$ cat config.mk
export PLATFORM = sky130hd
export DESIGN_NAME = bsd_boot_decode
export DESIGN_NICKNAME = d
export VERILOG_FILES = /design/src/common/bsd_pkg.sv /design/src/rtl/bsd_region_map.sv /design/src/rtl/bsd_boot_decode.sv
export SDC_FILE = /design/constraint.sdc
export NUM_CORES = 1
export LEC_CHECK = 0
export BUFFER_PORTS_ARGS = -buffer_cell sky130_fd_sc_hd__buf_2
export CORE_ASPECT_RATIO = 1.1
export CORE_UTILIZATION = 44
export DETAILED_ROUTE_END_ITERATION = 7
export GPL_TIMING_DRIVEN = 0
export PLACE_DENSITY = 0.78
export SETUP_SLACK_MARGIN = 0.15
export SLEW_MARGIN = 25
export SYNTH_ARGS = -nofsm -noshare
export SYNTH_HDL_FRONTEND = slang
export SYNTH_SLANG_ARGS = --single-unit
$ cat constraint.sdc
create_clock -name clock -period 1.95 [get_ports clock]
set_input_delay 0.195 -clock clock [delete_from_list [all_inputs] [get_ports clock]]
set_output_delay 0.195 -clock clock [all_outputs]
set_load 0.02 [all_outputs]
$ cat src/common/bsd_pkg.sv
/*
 * constants for the boot section address decoder: pointer field layout,
 * boot section start table, region split, command codes and fsm states.
 * assumes nothing of its surroundings; shared by all design files.
 */
`default_nettype none

package bsd_pkg;

  // ==========================================================
  // variants and pointer layout
  localparam int PC_W_SMALL   = 13;  // 13-bit program counter
  localparam int PC_W_LARGE   = 14;  // 14-bit program counter
  localparam int WORD_W       = 6;   // 64 words in a page
  localparam int PTR_W        = 16;  // pointer register width
  localparam int PTR_WORD_LSB = 1;   // bit 0 is the byte select
  localparam int PTR_WORD_MSB = 6;   // in-page word top bit
  localparam int PTR_PAGE_LSB = 7;   // page field lowest bit

  // ==========================================================
  // boot section start per size field, 13-bit variant
  localparam logic [13:0] BOOT_SMALL_11 = 14'h1F80;  // 128 words
  localparam logic [13:0] BOOT_SMALL_10 = 14'h1F00;  // 256 words
  localparam logic [13:0] BOOT_SMALL_01 = 14'h1E00;  // 512 words
  localparam logic [13:0] BOOT_SMALL_00 = 14'h1C00;  // 1024 words
  // boot section start per size field, 14-bit variant
  localparam logic [13:0] BOOT_LARGE_11 = 14'h3F00;  // 256 words
  localparam logic [13:0] BOOT_LARGE_10 = 14'h3E00;  // 512 words
  localparam logic [13:0] BOOT_LARGE_01 = 14'h3C00;  // 1024 words
  localparam logic [13:0] BOOT_LARGE_00 = 14'h3800;  // 2048 words

  // ==========================================================
  // first word of the no-read-while-write region
  localparam logic [13:0] NO_READ_WHILE_WRITE_REGION_SMALL = 14'h1C00;  // 112 pages below
  localparam logic [13:0] NO_READ_WHILE_WRITE_REGION_LARGE = 14'h3800;  // 224 pages below
  localparam logic [13:0] APP_BASE   = 14'h0000;  // application start

  // ==========================================================
  // command codes from the core
  localparam logic [1:0] CMD_FILL  = 2'h0;  // temporary buffer fill
  localparam logic [1:0] CMD_ERASE = 2'h1;  // page erase
  localparam logic [1:0] CMD_WRITE = 2'h2;  // page write
  localparam logic [1:0] CMD_REEN  = 2'h3;  // re-enable region reads

  // ==========================================================
  // sequencer states
  typedef enum logic [1:0] {
    ST_IDLE = 2'b01,
    ST_BUSY = 2'b10
  } bsd_state_t;

endpackage

`default_nettype wire

$ cat src/rtl/bsd_region_map.sv
/*
 * boot size decode and region classification of one page number.
 * assumes the page field is already cut from the pointer; purely
 * combinational, the caller registers what it needs.
 */
`default_nettype none

module bsd_region_map
  import bsd_pkg::*;
#(
  parameter bit BIG_VARIANT = 1'b0,
  parameter int PC_W        = 13,
  parameter int PG_W        = 7
) (
  input  wire logic [1:0]      bootSize,   // {hi, lo} boot size fuse
  input  wire logic [PG_W-1:0] pageIn,     // page to classify
  output logic      [PC_W-1:0] bootStart,  // boot reset address
  output logic      [PC_W-1:0] appEnd,     // last application word
  output logic                 inBoot,     // page inside boot section
  output logic                 inNrww      // page inside no_read_while_write_region region
);

  // ==========================================================
  // size table lookup
  function automatic logic [13:0] bootStartOf(input logic big,
                                              input logic [1:0] sz);
    logic [13:0] r;
    r = big ? BOOT_LARGE_00 : BOOT_SMALL_00;
    case (sz)
      2'b11: r = big ? BOOT_LARGE_11 : BOOT_SMALL_11;
      2'b10: r = big ? BOOT_LARGE_10 : BOOT_SMALL_10;
      2'b01: r = big ? BOOT_LARGE_01 : BOOT_SMALL_01;
      default: r = big ? BOOT_LARGE_00 : BOOT_SMALL_00;
    endcase
    return r;
  endfunction

  logic [13:0] fullStart;
  logic [13:0] fullNrww;
  logic [PC_W-1:0] nrwwStart;

  // boot start and application end from the fuse field
  assign fullStart = bootStartOf(BIG_VARIANT, bootSize);
  assign bootStart = fullStart[PC_W-1:0];
  assign appEnd    = fullStart[PC_W-1:0] - PC_W'(1);
  assign fullNrww  = BIG_VARIANT ? NO_READ_WHILE_WRITE_REGION_LARGE : NO_READ_WHILE_WRITE_REGION_SMALL;
  assign nrwwStart = fullNrww[PC_W-1:0];

  // page compare against section starts; page granularity suffices
  // since every boundary is page aligned
  assign inBoot = pageIn >= bootStart[PC_W-1:WORD_W];
  assign inNrww = pageIn >= nrwwStart[PC_W-1:WORD_W];

endmodule

`default_nettype wire

$ cat src/rtl/bsd_boot_decode.sv
/*
 * boot section address decoder and page operation sequencer of the
 * flash self-programming unit. splits the core's pointer into page
 * and word fields, decodes the boot section and region split, and
 * tracks the region busy flag and core stall for erase and write.
 * assumes the core holds cmdValid until cmdReady, and the flash array
 * pulses opDone once per started erase or write.
 */
// Operation
// - 13-bit variant: size 11/10/01/00 start at 1F80/1F00/1E00/1C00
// - boot reset is boot start; application ends one word below it
// - 14-bit variant: size 11/10/01/00 start at 3F00/3E00/3C00/3800
// - 13-bit variant: 0000-1BFF read-while-write, 1C00-1FFF not
// - 14-bit variant: 0000-37FF read-while-write, 3800-3FFF not
// - 13-bit counter: bits 5..0 word, bits 12..6 page
// - 14-bit counter: bits 5..0 word, bits 13..6 page
// - word from pointer 6..1, page from pointer 13/14..7
// - pointer bits above the page field are ignored
// - pointer bit 0 selects the byte for loads; stores keep it zero
// - page field only for erase/write, word field only for fill
// - erase/write in read-while-write region sets busy, blocks reads
// - core stalls for the whole operation on no-read-while-write page
// - erase/write page comes from the pointer's upper part only
`default_nettype none

module bsd_boot_decode
  import bsd_pkg::*;
#(
  parameter bit BIG_VARIANT = 1'b0,
  localparam int PC_W = BIG_VARIANT ? PC_W_LARGE : PC_W_SMALL,
  localparam int PG_W = PC_W - WORD_W
) (
  input  wire logic             clock,            // 100 MHz core clock
  input  wire logic             rst,              // async reset, high
  input  wire logic             clockEn,          // freezes state when low
  input  wire logic             bootSizeSelHi,    // boot size fuse bit 1
  input  wire logic             bootSizeSelLo,    // boot size fuse bit 0
  input  wire logic [PTR_W-1:0] pointer,          // core pointer register
  input  wire logic             cmdValid,         // store command request
  input  wire logic [1:0]       cmdKind,          // fill/erase/write/reen
  output logic                  cmdReady,         // command accepted
  input  wire logic             loadReq,          // program memory load
  input  wire logic             opDone,           // flash op finished
  output logic                  opStart,          // erase/write start pulse
  output logic                  opIsWrite,        // started op is a write
  output logic                  fillStrobe,       // buffer fill pulse
  output logic      [PG_W-1:0]  pageSelectField,  // target page
  output logic      [WORD_W-1:0] wordSelectField, // buffer word
  output logic                  byteSelect,       // load byte select
  output logic      [PC_W-1:0]  bootResetAddr,    // boot start word
  output logic      [PC_W-1:0]  appEndAddr,       // last app word
  output logic                  inBootSection,    // pointer in boot
  output logic                  inNrwwRegion,     // pointer in no_read_while_write_region
  output logic                  regionBusyFlag,   // rww region busy
  output logic                  rwwReadBlock,     // rww reads refused
  output logic                  coreStall,        // halt the core
  output logic                  flashBusy         // op in progress
);

  // ==========================================================
  // pointer fields
  logic [PG_W-1:0]   ptrPage;
  logic [WORD_W-1:0] ptrWord;
  logic [PC_W-1:0]   mapStart;
  logic [PC_W-1:0]   mapEnd;
  logic              mapBoot;
  logic              mapNrww;

  // upper pointer bits never reach the field, so they are ignored
  assign ptrPage = pointer[PC_W:PTR_PAGE_LSB];
  assign ptrWord = pointer[PTR_WORD_MSB:PTR_WORD_LSB];

  bsd_region_map #(
    .BIG_VARIANT (BIG_VARIANT),
    .PC_W        (PC_W),
    .PG_W        (PG_W)
  ) uMap (
    .bootSize  ({bootSizeSelHi, bootSizeSelLo}),
    .pageIn    (ptrPage),
    .bootStart (mapStart),
    .appEnd    (mapEnd),
    .inBoot    (mapBoot),
    .inNrww    (mapNrww)
  );

  // ==========================================================
  // command decode
  bsd_state_t state;
  bsd_state_t next_state;
  logic       take;
  logic       isProg;
  logic       isFill;
  logic       isReen;
  logic       setBusy;
  logic       clrBusy;
  logic       next_regionBusy;
  logic       targetNrww;

  // one command at a time; the core waits out a running op
  assign cmdReady = (state == ST_IDLE);
  assign take     = cmdValid && cmdReady;
  assign isProg   = (cmdKind == CMD_ERASE) || (cmdKind == CMD_WRITE);
  assign isFill   = (cmdKind == CMD_FILL);
  assign isReen   = (cmdKind == CMD_REEN);

  // busy flag: set by a rww erase/write, cleared by re-enable or fill;
  // set wins so a start is never lost under a same-cycle clear
  assign setBusy = take && isProg && !mapNrww;
  assign clrBusy = take && (isReen || isFill);
  assign next_regionBusy = setBusy || (regionBusyFlag && !clrBusy);

  // status outputs seen by the core
  assign flashBusy    = (state == ST_BUSY);
  assign coreStall    = flashBusy && targetNrww;
  assign rwwReadBlock = regionBusyFlag;

  // ==========================================================
  // next state
  always_comb begin
    next_state = state;
    case (state)
      ST_IDLE: begin
        if (take && isProg) begin
          next_state = ST_BUSY;
        end
      end
      ST_BUSY: begin
        if (opDone) begin
          next_state = ST_IDLE;
        end
      end
      default: next_state = ST_IDLE;
    endcase
  end

  // state and busy flag
  always_ff @(posedge clock or posedge rst) begin
    if (rst) begin
      state          <= ST_IDLE;
      regionBusyFlag <= 1'b0;
    end else if (clockEn) begin
      state          <= next_state;
      regionBusyFlag <= next_regionBusy;
    end
  end

  // start and fill pulses, one enabled cycle each
  always_ff @(posedge clock or posedge rst) begin
    if (rst) begin
      opStart    <= 1'b0;
      fillStrobe <= 1'b0;
    end else if (clockEn) begin
      opStart    <= take && isProg;
      fillStrobe <= take && isFill;
    end
  end

  // page latched only for erase/write; data registers play no part
  always_ff @(posedge clock or posedge rst) begin
    if (rst) begin
      pageSelectField <= '0;
      opIsWrite       <= 1'b0;
      targetNrww      <= 1'b0;
    end else if (clockEn && take && isProg) begin
      pageSelectField <= ptrPage;
      opIsWrite       <= (cmdKind == CMD_WRITE);
      targetNrww      <= mapNrww;
    end
  end

  // word latched only for fills; a write's word field is unused,
  // so a nonzero one from software does no harm here
  always_ff @(posedge clock or posedge rst) begin
    if (rst) begin
      wordSelectField <= '0;
    end else if (clockEn && take && isFill) begin
      wordSelectField <= ptrWord;
    end
  end

  // byte select only for loads; stores never look at bit 0
  always_ff @(posedge clock or posedge rst) begin
    if (rst) begin
      byteSelect <= 1'b0;
    end else if (clockEn && loadReq) begin
      byteSelect <= pointer[0];
    end
  end

  // decoded section info, refreshed every enabled cycle
  always_ff @(posedge clock or posedge rst) begin
    if (rst) begin
      bootResetAddr <= '0;
      appEndAddr    <= '0;
      inBootSection <= 1'b0;
      inNrwwRegion  <= 1'b0;
    end else if (clockEn) begin
      bootResetAddr <= mapStart;
      appEndAddr    <= mapEnd;
      inBootSection <= mapBoot;
      inNrwwRegion  <= mapNrww;
    end
  end

  logic [PC_W-1:0] nrwwBase;
  logic [PC_W-1:0] ptrAddr;
  assign nrwwBase = PC_W'(BIG_VARIANT ? NO_READ_WHILE_WRITE_REGION_LARGE : NO_READ_WHILE_WRITE_REGION_SMALL);
  assign ptrAddr  = {ptrPage, ptrWord};
endmodule

`default_nettype wire

==> qor.csv, run 1 <==
metric,value,unit
vias_per_cell,4.60,
initialDrtViolationCount,36,
dp_hpwl,2.01,mm
routabilityCongestion,0.749,
clock-sinks,30,
max_clock_freq,633,MHz
cts_root_buffer,clkbuf_4,
cp-end-kind,output port,
synth.yosys.warnings,0,
synth_top_area_share,49.8,%
area_delta_synth_final,33.4,%
power_leakage,0.00105,uW
use_met1,19.6,%
overflow,0,
drive_gt1_share,58.1,%
ys_seq_area_share,51.6,%
start_util,47.0,%
crit_fanout,5,
dieHeight,62.3,um
clock_path_buffers,2,
startpoint_type,flip-flop,
grt_pass1_wl,4.32,mm
fin_tns_setup,0,ps
crit_type,reg2out,
grtUsageMet3,5.00,%
busiest_layer,met2,
fin_nets,233,
place_inst,229,
setup_viol,0,
die_area,0.00354,sq mm
routed_wl,2.66,mm
port_buffers,66,
numCtsBuffers,5,
dr_total_vias,1091,
track_usage,15.8,%
rows,21,
stdcell_count,237,
relSlewSlack,60.3,%
h-tree-depth,2,
io_pins,76,
finalCriticalPeriod,1580,ps
ff2ff_path_depth,5,
dr.pass1.iters,6,
hold_viol,0,
status,"finished, violations left",
met2_usage,24.6,%
remaining_drc_errors,14,
rsz0062_at_grt,false,
ys_top_cells_by_area,"dfrtp_1 (50%), buf_4 (10%), mux2_4 (8.2%)",
postCtsSetupRepairBufs,0,
clk_pin_slew,100,ps
postPlaceCellArea,0.00185,sq mm
ys_types,28,
violations,design-rule violations,
cts_tree,yes,
final_cell_mix,"buf_2 (66), dfrtp_1 (29), buf_4 (20)",
grt_max_degree,31,
fin_skew,14.4,ps
synthCells,123,
cts_resized,0,
finalInstanceArea,0.00194,sq mm
hold_depth,2,
grt_antenna_before_repair,0,
core,0.00310,sq mm
drv_cap,0,
hold_buffers,1,
arrival,1380,ps
insertedDiodeCount,0,
r2r_setup_slack,410,ps
worstPathRequired,1750,ps
clock_latency,320,ps
ant_nets,0,
fp.dieW,56.9,um
n_fill_cell,270,
yosys_register_bits,30,
p_per_area,1010,mW/mm^2
post_drt_wl_per_cell,11.2,um
layout_commonest_cell,buf_2,
slew_viol_final,0,
synth_top_area_cell,dfrtp_1,
ir_worst_vdd,0.000573,V
grt_pass1_vias,970,
worst_slew_pin_slew,594,ps
avgSynthCellArea,11.8,sq um
hold_class,in2reg,
fin_crit_sh,81.0,%
syn-cell-area,0.00146,sq mm
==> through the flow <==
| stage | total power, uW | util [%] | hold WS, ps | worst slack [ps] |
|---|---|---|---|---|
| after floorplan | 1270 | - | 285 | 517 |
| after global placement | 1460 | 59.7 | 427 | 436 |
| after detailed placement | 1480 | 59.7 | 301 | 427 |
| after CTS | 1980 | 62.7 | 87.3 | 350 |
| after global routing | 2060 | 62.7 | 83.9 | 307 |
| final | 1960 | 62.7 | 101 | 371 |
==> cell families after synthesis <==
logic type / after synthesis / share of synthesized area (%)
buffers and inverters: 35 / 15.2
flip-flops: 30 / 51.6
AND/OR/NAND/NOR: 20 / 8.42
multiplexers: 16 / 14.4
other: 1 / 0.257
AO/OA/AOI/OAI: 17 / 6.62
adder cells (fa/ha/maj): 4 / 3.44
==> report_power, final <==
group          total [uW]  switching [uW]  leakage [uW]  internal [uW]
clock network         496             197     0.0000443            298
registers             835            74.2      0.000358            761
logic                 627             343      0.000646            285
==> final cells by class <==
type	count	area, sq um	share of cell area [%]
clock inverter	1	30.0	1.55
buffer	24	180	9.27
clock buffer	6	51.3	2.64
sequential	30	752	38.7
tap	34	42.5	2.19
multi-input combinational	64	505	26.0
timing repair buffer	67	340	17.5
inverter	11	41.3	2.12
==> layer usage <==
layer  vias up  wire (um)
met1       492       1150
met5         -          0
met4         0         52
li1        536          -
met2        56       1200
met3         7        255
==> state kept, by name, indices dropped and copies added, names as in the netlist <==
register,cells
pageSelectField,7
wordSelectField,6
appEndAddr,5
bootResetAddr,2
state,2
byteSelect,1
fillStrobe,1
inBootSection,1
inNrwwRegion,1
opIsWrite,1
opStart,1
regionBusyFlag,1
targetNrww,1
==> worst max-delay path, cell delays in order (launching register included) <==
cell	delay, ps
dfstp_2	560
and2b_2	220
and2_1	140
buf_2	150
==> synthesized netlist by cell type <==
cell type,n
a21oi_1,6
and2_1,1
o21a_1,2
or2b_1,1
dfrtp_1,29
a31oi_1,1
conb_1,1
buf_6,2
inv_1,11
nand2_1,5
and2b_2,2
dfstp_2,1
ha_1,4
mux2_2,8
nand4bb_1,1
clkbuf_1,2
mux2_4,8
nor2_1,3
and4b_1,1
buf_4,20
or2_2,1
o22ai_1,1
nand2_2,1
o22a_1,1
and3_1,1
nand3_1,2
nand2_4,1
o21ai_0,6
==> final timing paths <==
path,start,endpoint
min,pointer[6],wordSelectField[5]
max,state[0],coreStall
min in group asynchronous,rst,wordSelectField[0]
max reg2reg,state[0],pageSelectField[6]
min reg2reg,appEndAddr[8],appEndAddr[8]
max in group asynchronous,rst,pageSelectField[6]
Note: power is estimated with default switching activity, not from simulation.
==> run 2, diff against run 1 <==
==> constraint.sdc (replaced) <==
create_clock -name clock -period 1.5 [get_ports clock]
set_input_delay 0.15 -clock clock [delete_from_list [all_inputs] [get_ports clock]]
set_output_delay 0.15 -clock clock [all_outputs]
set_load 0.02 [all_outputs]
==> qor.csv, run 2 (synthesized netlist as in run 1, its figures left out) <==
metric,value,unit,change
clk_pin_slew,100,ps,about the same
drv_cap,0,,unchanged
numCtsBuffers,5,,unchanged
switchingPower,838,uW,+36%
postPlaceCellArea,0.00185,sq mm,unchanged
routed_wl,2.85,mm,+7.1%
fin_skew,12.1,ps,-2.26 ps
arrival,1720,ps,+340 ps
dr.pass1.iters,8,,+2
remaining_drc_errors,16,,+2
layout_commonest_cell,buf_2,,
largest_register_ffs,7,,unchanged
violations,"design-rule violations, negative setup slack",,
post_drt_wl_per_cell,11.8,um,+4.9%
fin_crit_sh,100,%,
drive_gt1_share,60.1,%,+2.0 points
dr_total_vias,1109,,+1.6%
p_per_area,1270,mW/mm^2,+26%
power_leakage,0.00109,uW,+3.8%
die_area,0.00354,sq mm,unchanged
track_usage,17.8,%,+1.9 points
fin_tns_setup,-5.46,ps,-5.46 ps
critPathMaxStageDelay,550,ps,about the same
clock-sinks,30,,unchanged
fp.dieW,56.9,um,unchanged
startpoint_type,flip-flop,,
worst_slack,-5.46,ps,-377 ps
overflow,0,,unchanged
insertedDiodeCount,0,,unchanged
cts_tree,yes,,
ant_nets,0,,unchanged
relSlewSlack,58.8,%,-1.5 points
worst_slew_pin_slew,617,ps,+22.8 ps
clock_latency,330,ps,about the same
io_pins,76,,unchanged
hold_viol,0,,unchanged
crit_fanout,10,,+5
vias_per_cell,4.58,,-0.45%
slew_viol_final,0,,unchanged
ir_worst_vdd,0.000555,V,-3.2%
initialDrtViolationCount,53,,+47%
final_cell_mix,"buf_2 (64), dfrtp_1 (28), buf_4 (22)",,
status,"finished, violations left",,
start_util,47.0,%,unchanged
finalCriticalPeriod,1510,ps,
fin_nets,237,,+1.7%
crit_chain,"and4b_1, buf_6, nand2_4, buf_12, mux2_4",,
dieHeight,62.3,um,unchanged
crit_type,reg2reg,,
p_sw_share,32.4,%,+1.1 points
cp_slowest_cell,dfstp_2,,
finalInstanceArea,0.00203,sq mm,+4.4%
area_delta_synth_final,39.3,%,
intPower,1750,uW,+30%
combPwrFrac,33.7,%,+1.7 points
grt_max_degree,31,,unchanged
pwr-share-clk,24.4,%,-0.9 points
dp_hpwl,1.95,mm,-3.1%
max_clock_freq,664,MHz,
grt_pass1_vias,1060,,+9.3%
stdcell_count,242,,+2.1%
setup_viol,1,,+1
cp-end-kind,flip-flop,,
rsz0062_at_grt,true,,
cts_root_buffer,clkbuf_4,,
core,0.00310,sq mm,unchanged
port_buffers,66,,unchanged
clock_path_buffers,2,,unchanged
regMostFlops,pageSelectField,,
seq_power_share,41.9,%,-0.8 points
routabilityCongestion,0.720,,-3.8%
reg_top3,"pageSelectField x7, wordSelectField x6, appEndAddr x5",,
grt_pass1_wl,4.70,mm,+8.8%
rows,21,,unchanged
worstPathRequired,1710,ps,-40 ps
grt_antenna_before_repair,0,,unchanged
h-tree-depth,2,,unchanged
hold_class,in2reg,,
place_inst,229,,unchanged
## run 2: cell types whose count changed in the layout (fill, tap and decap cells not counted), sizes merged
cell | before | now
buf | 88 | 92
clkinv | 0 | 2
clkbuf | 8 | 7
## run 2: worst paths after layout
path,start,cells after the start,slack (ps),end
max,state[0],5,-5,pageSelectField[2]
min,pointer[6],2,40,wordSelectField[5]
max reg2reg,state[0],5,-5,pageSelectField[2]
min reg2reg,appEndAddr[8],1,500,appEndAddr[8]
max in group asynchronous,rst,3,600,appEndAddr[11]
min in group asynchronous,rst,3,440,bootResetAddr[7]
## run 2: worst max-delay path: cells and delay by family, from the launching register on
kind	cells	cell delay, ps
flops	1	550
simple gates	2	270
mux	1	290
buf+inv	2	280
## run 2: per-stage QoR
stage                     util, %  total power [uW]  hold WS (ps)  worst slack, ps
after global placement       59.7              1900           383            -7.04
final                        65.4              2580          40.0            -5.46
after global routing         65.4              2720          28.8            -45.8
after CTS                    64.0              2570          30.5            -11.6
after detailed placement     59.7              1910           260            -4.24
after floorplan                 -              1650           240             66.7
## run 2: cell type report
class                      instances  area [sq um]
inverter                          11          41.3
multi-input combinational         64           526
buffer                            24           189
sequential                        30           753
clock buffer                       5          37.5
clock inverter                     3          40.0
timing repair buffer              71           399
tap                               34          42.5
fill                             251          1070
## run 2: metal layers
metal  wire (um)  vias up  share of wire (%)  GRT usage, %
li1            -      546                  -             -
met1        1220      503                 43          20.4
met2        1370       58                 48          29.5
met3         241        2                8.5          6.88
met4          22        0               0.77          7.32
met5           0        -                  0             0
## run 2: timing repair
item                                    CTS  global route
pin swaps                                 1             0
buffers inserted                          2             2
gates resized for setup                   9             3
endpoints found under the hold margin    29             0
endpoints found under the setup margin   27            18
hold buffers                              1             0
## run 2: power by group through the flow
stage | clock network [uW] | logic [uW] | registers (uW)
final | 629 | 871 | 1080
after global routing | 689 | 930 | 1100
after CTS | 649 | 844 | 1080
after detailed placement | 0 | 818 | 1090
after global placement | 0 | 806 | 1090
after floorplan | 0 | 344 | 1310
==> run 3, diff against run 2 <==
==> constraint.sdc (replaced) <==
create_clock -name clock -period 1.7 [get_ports clock]
set_input_delay 0.17 -clock clock [delete_from_list [all_inputs] [get_ports clock]]
set_output_delay 0.17 -clock clock [all_outputs]
set_load 0.02 [all_outputs]
==> qor.csv, run 3 (synthesized netlist as in run 1, its figures left out) <==
metric,value,unit,change
ir_worst_vdd,0.000653,V,+18%
arrival,1720,ps,about the same
cts_tree,yes,,
drv_cap,0,,unchanged
core,0.00310,sq mm,unchanged
dr_total_vias,1099,,-0.90%
register_area,752,sq um,-0.17%
insertedDiodeCount,0,,unchanged
hold_viol,0,,unchanged
hold_class,in2reg,,
track_usage,15.9,%,-1.8 points
h-tree-depth,2,,unchanged
relSlewSlack,60.1,%,+1.3 points
fin_nets,234,,-1.3%
critPathMaxStageDelay,550,ps,about the same
path_buf_inv,2,,unchanged
remaining_drc_errors,14,,-2
fin_crit_sh,90.2,%,-10 points
path_delay_family,flip-flops,,
grt_pass1_wl,4.36,mm,-7.2%
drive_gt1_share,58.8,%,-1.3 points
die_area,0.00354,sq mm,unchanged
place_inst,229,,unchanged
numCtsBuffers,5,,unchanged
finalCriticalPeriod,1530,ps,+27.2 ps
dr.pass1.iters,6,,-2
slew_viol_final,0,,unchanged
p_per_area,1150,mW/mm^2,-10%
area_delta_synth_final,35.1,%,
cp_slowest_cell,dfstp_2,,
violations,design-rule violations,,
r2r_start,state[0],,
cp-end-kind,flip-flop,,
max_clock_freq,652,MHz,-1.8%
hold_path_startpoint,pointer[6],,
setup_viol,0,,-1
rows,21,,unchanged
regMostFlops,pageSelectField,,
worstPathRequired,1890,ps,+180 ps
fin_skew,15.0,ps,+2.90 ps
vias_per_cell,4.62,,+0.76%
clock_latency,320,ps,about the same
start_util,47.0,%,unchanged
hold-path-endpoint,wordSelectField[5],,
io_pins,76,,unchanged
power_leakage,0.00106,uW,-2.6%
final_cell_mix,"buf_2 (65), dfrtp_1 (29), buf_4 (21)",,
dieHeight,62.3,um,unchanged
clk_pin_slew,100,ps,about the same
crit_type,reg2reg,,
stdcell_count,238,,-1.7%
routabilityCongestion,0.749,,+4.0%
clock-sinks,30,,unchanged
reg_top3,"pageSelectField x7, wordSelectField x6, appEndAddr x5",,
status,"finished, violations left",,
multi_input_area,508,sq um,-3.3%
startpoint_type,flip-flop,,
grt_antenna_before_repair,0,,unchanged
r2r-end,pageSelectField[6],,
fin_tns_setup,0,ps,+5.46 ps
cts_root_buffer,clkbuf_4,,
routed_wl,2.68,mm,-5.9%
r2r_setup_slack,170,ps,+170 ps
fp.dieW,56.9,um,unchanged
worst_slew_pin_slew,597,ps,-19.9 ps
clock_path_buffers,2,,unchanged
layout_commonest_cell,buf_2,,
dp_hpwl,2.01,mm,+3.3%
largest_register_ffs,7,,unchanged
post_drt_wl_per_cell,11.3,um,-4.3%
crit_fanout,10,,unchanged
port_buffers,66,,unchanged
hold_depth,2,,unchanged
ff2ff_path_depth,5,,unchanged
grt_max_degree,31,,unchanged
grt_pass1_vias,984,,-7.2%
rsz0062_at_grt,true,,
crit_chain,"and4b_1, buf_6, nand2_4, buf_12, mux2_4",,
ant_nets,0,,unchanged
overflow,0,,unchanged
initialDrtViolationCount,35,,-34%
n_fill_cell,269,,+7.2%
run 3: cell count changes in the layout (fill, tap and decap cells not counted), sizes merged:
cell,previous run,this run
buf,92,89
clkbuf,7,8
clkinv,2,0
run 3: cell type report:
cell class / instances / share of cell area [%]
timing repair buffer: 68 / 18.0
clock buffer: 6 / 2.61
clock inverter: 1 / 1.53
inverter: 11 / 2.10
tap: 34 / 2.16
sequential: 30 / 38.2
multi-input combinational: 64 / 25.8
buffer: 24 / 9.60
run 3: where the power goes:
| group | switching (uW) | internal [uW] | total, uW |
|---|---|---|---|
| Clock | 226 | 342 | 569 |
| Combinational | 396 | 334 | 730 |
| Sequential | 84.9 | 873 | 958 |
| Total | 707 | 1550 | 2260 |
run 3: worst register-to-register path, cell delays in order, from the launching register on:
cell and delay (ps):
dfstp_2 550, and4b_1 220, buf_6 130, nand2_4 60, buf_12 150, mux2_4 300
run 3: per-layer routing:
| metal | routed length [um] | GRT usage, % |
|---|---|---|
| met1 | 1140 | 19.5 |
| met2 | 1230 | 25.0 |
| met3 | 262 | 5.21 |
| met4 | 52 | 8.23 |
| met5 | 0 | 0 |
run 3: per-stage QoR:
step	utilization, %	hold WS, ps	cell area (sq um)	setup slack (ps)	total power, uW
floorplan	-	260	1480	267	1460
finish	63.5	76.5	1970	167	2260
global route	63.5	58.9	1970	102	2380
CTS	63.2	62.3	1960	159	2280
detailed placement	59.7	276	1850	177	1690
global placement	59.7	402	1850	186	1680
run 3: repair_timing:
item | CTS | global route
hold buffers | 1 | 0
resized for setup | 3 | 2
hold endpoints to repair | 29 | 0
setup endpoints to repair | 1 | 9
pin swaps | 0 | 2
buffers inserted | 1 | 0
run 3: how the worst max path moves through the flow:
stage               cells past startpoint      from                 end  slack (ps)
floorplan                               5  state[0]           opIsWrite         270
global placement                        5  state[0]  pageSelectField[3]         190
detailed placement                      5  state[0]  pageSelectField[0]         180
CTS                                     3  state[0]           coreStall         160
global route                            5  state[0]  pageSelectField[6]         100
finish                                  5  state[0]  pageSelectField[6]         170
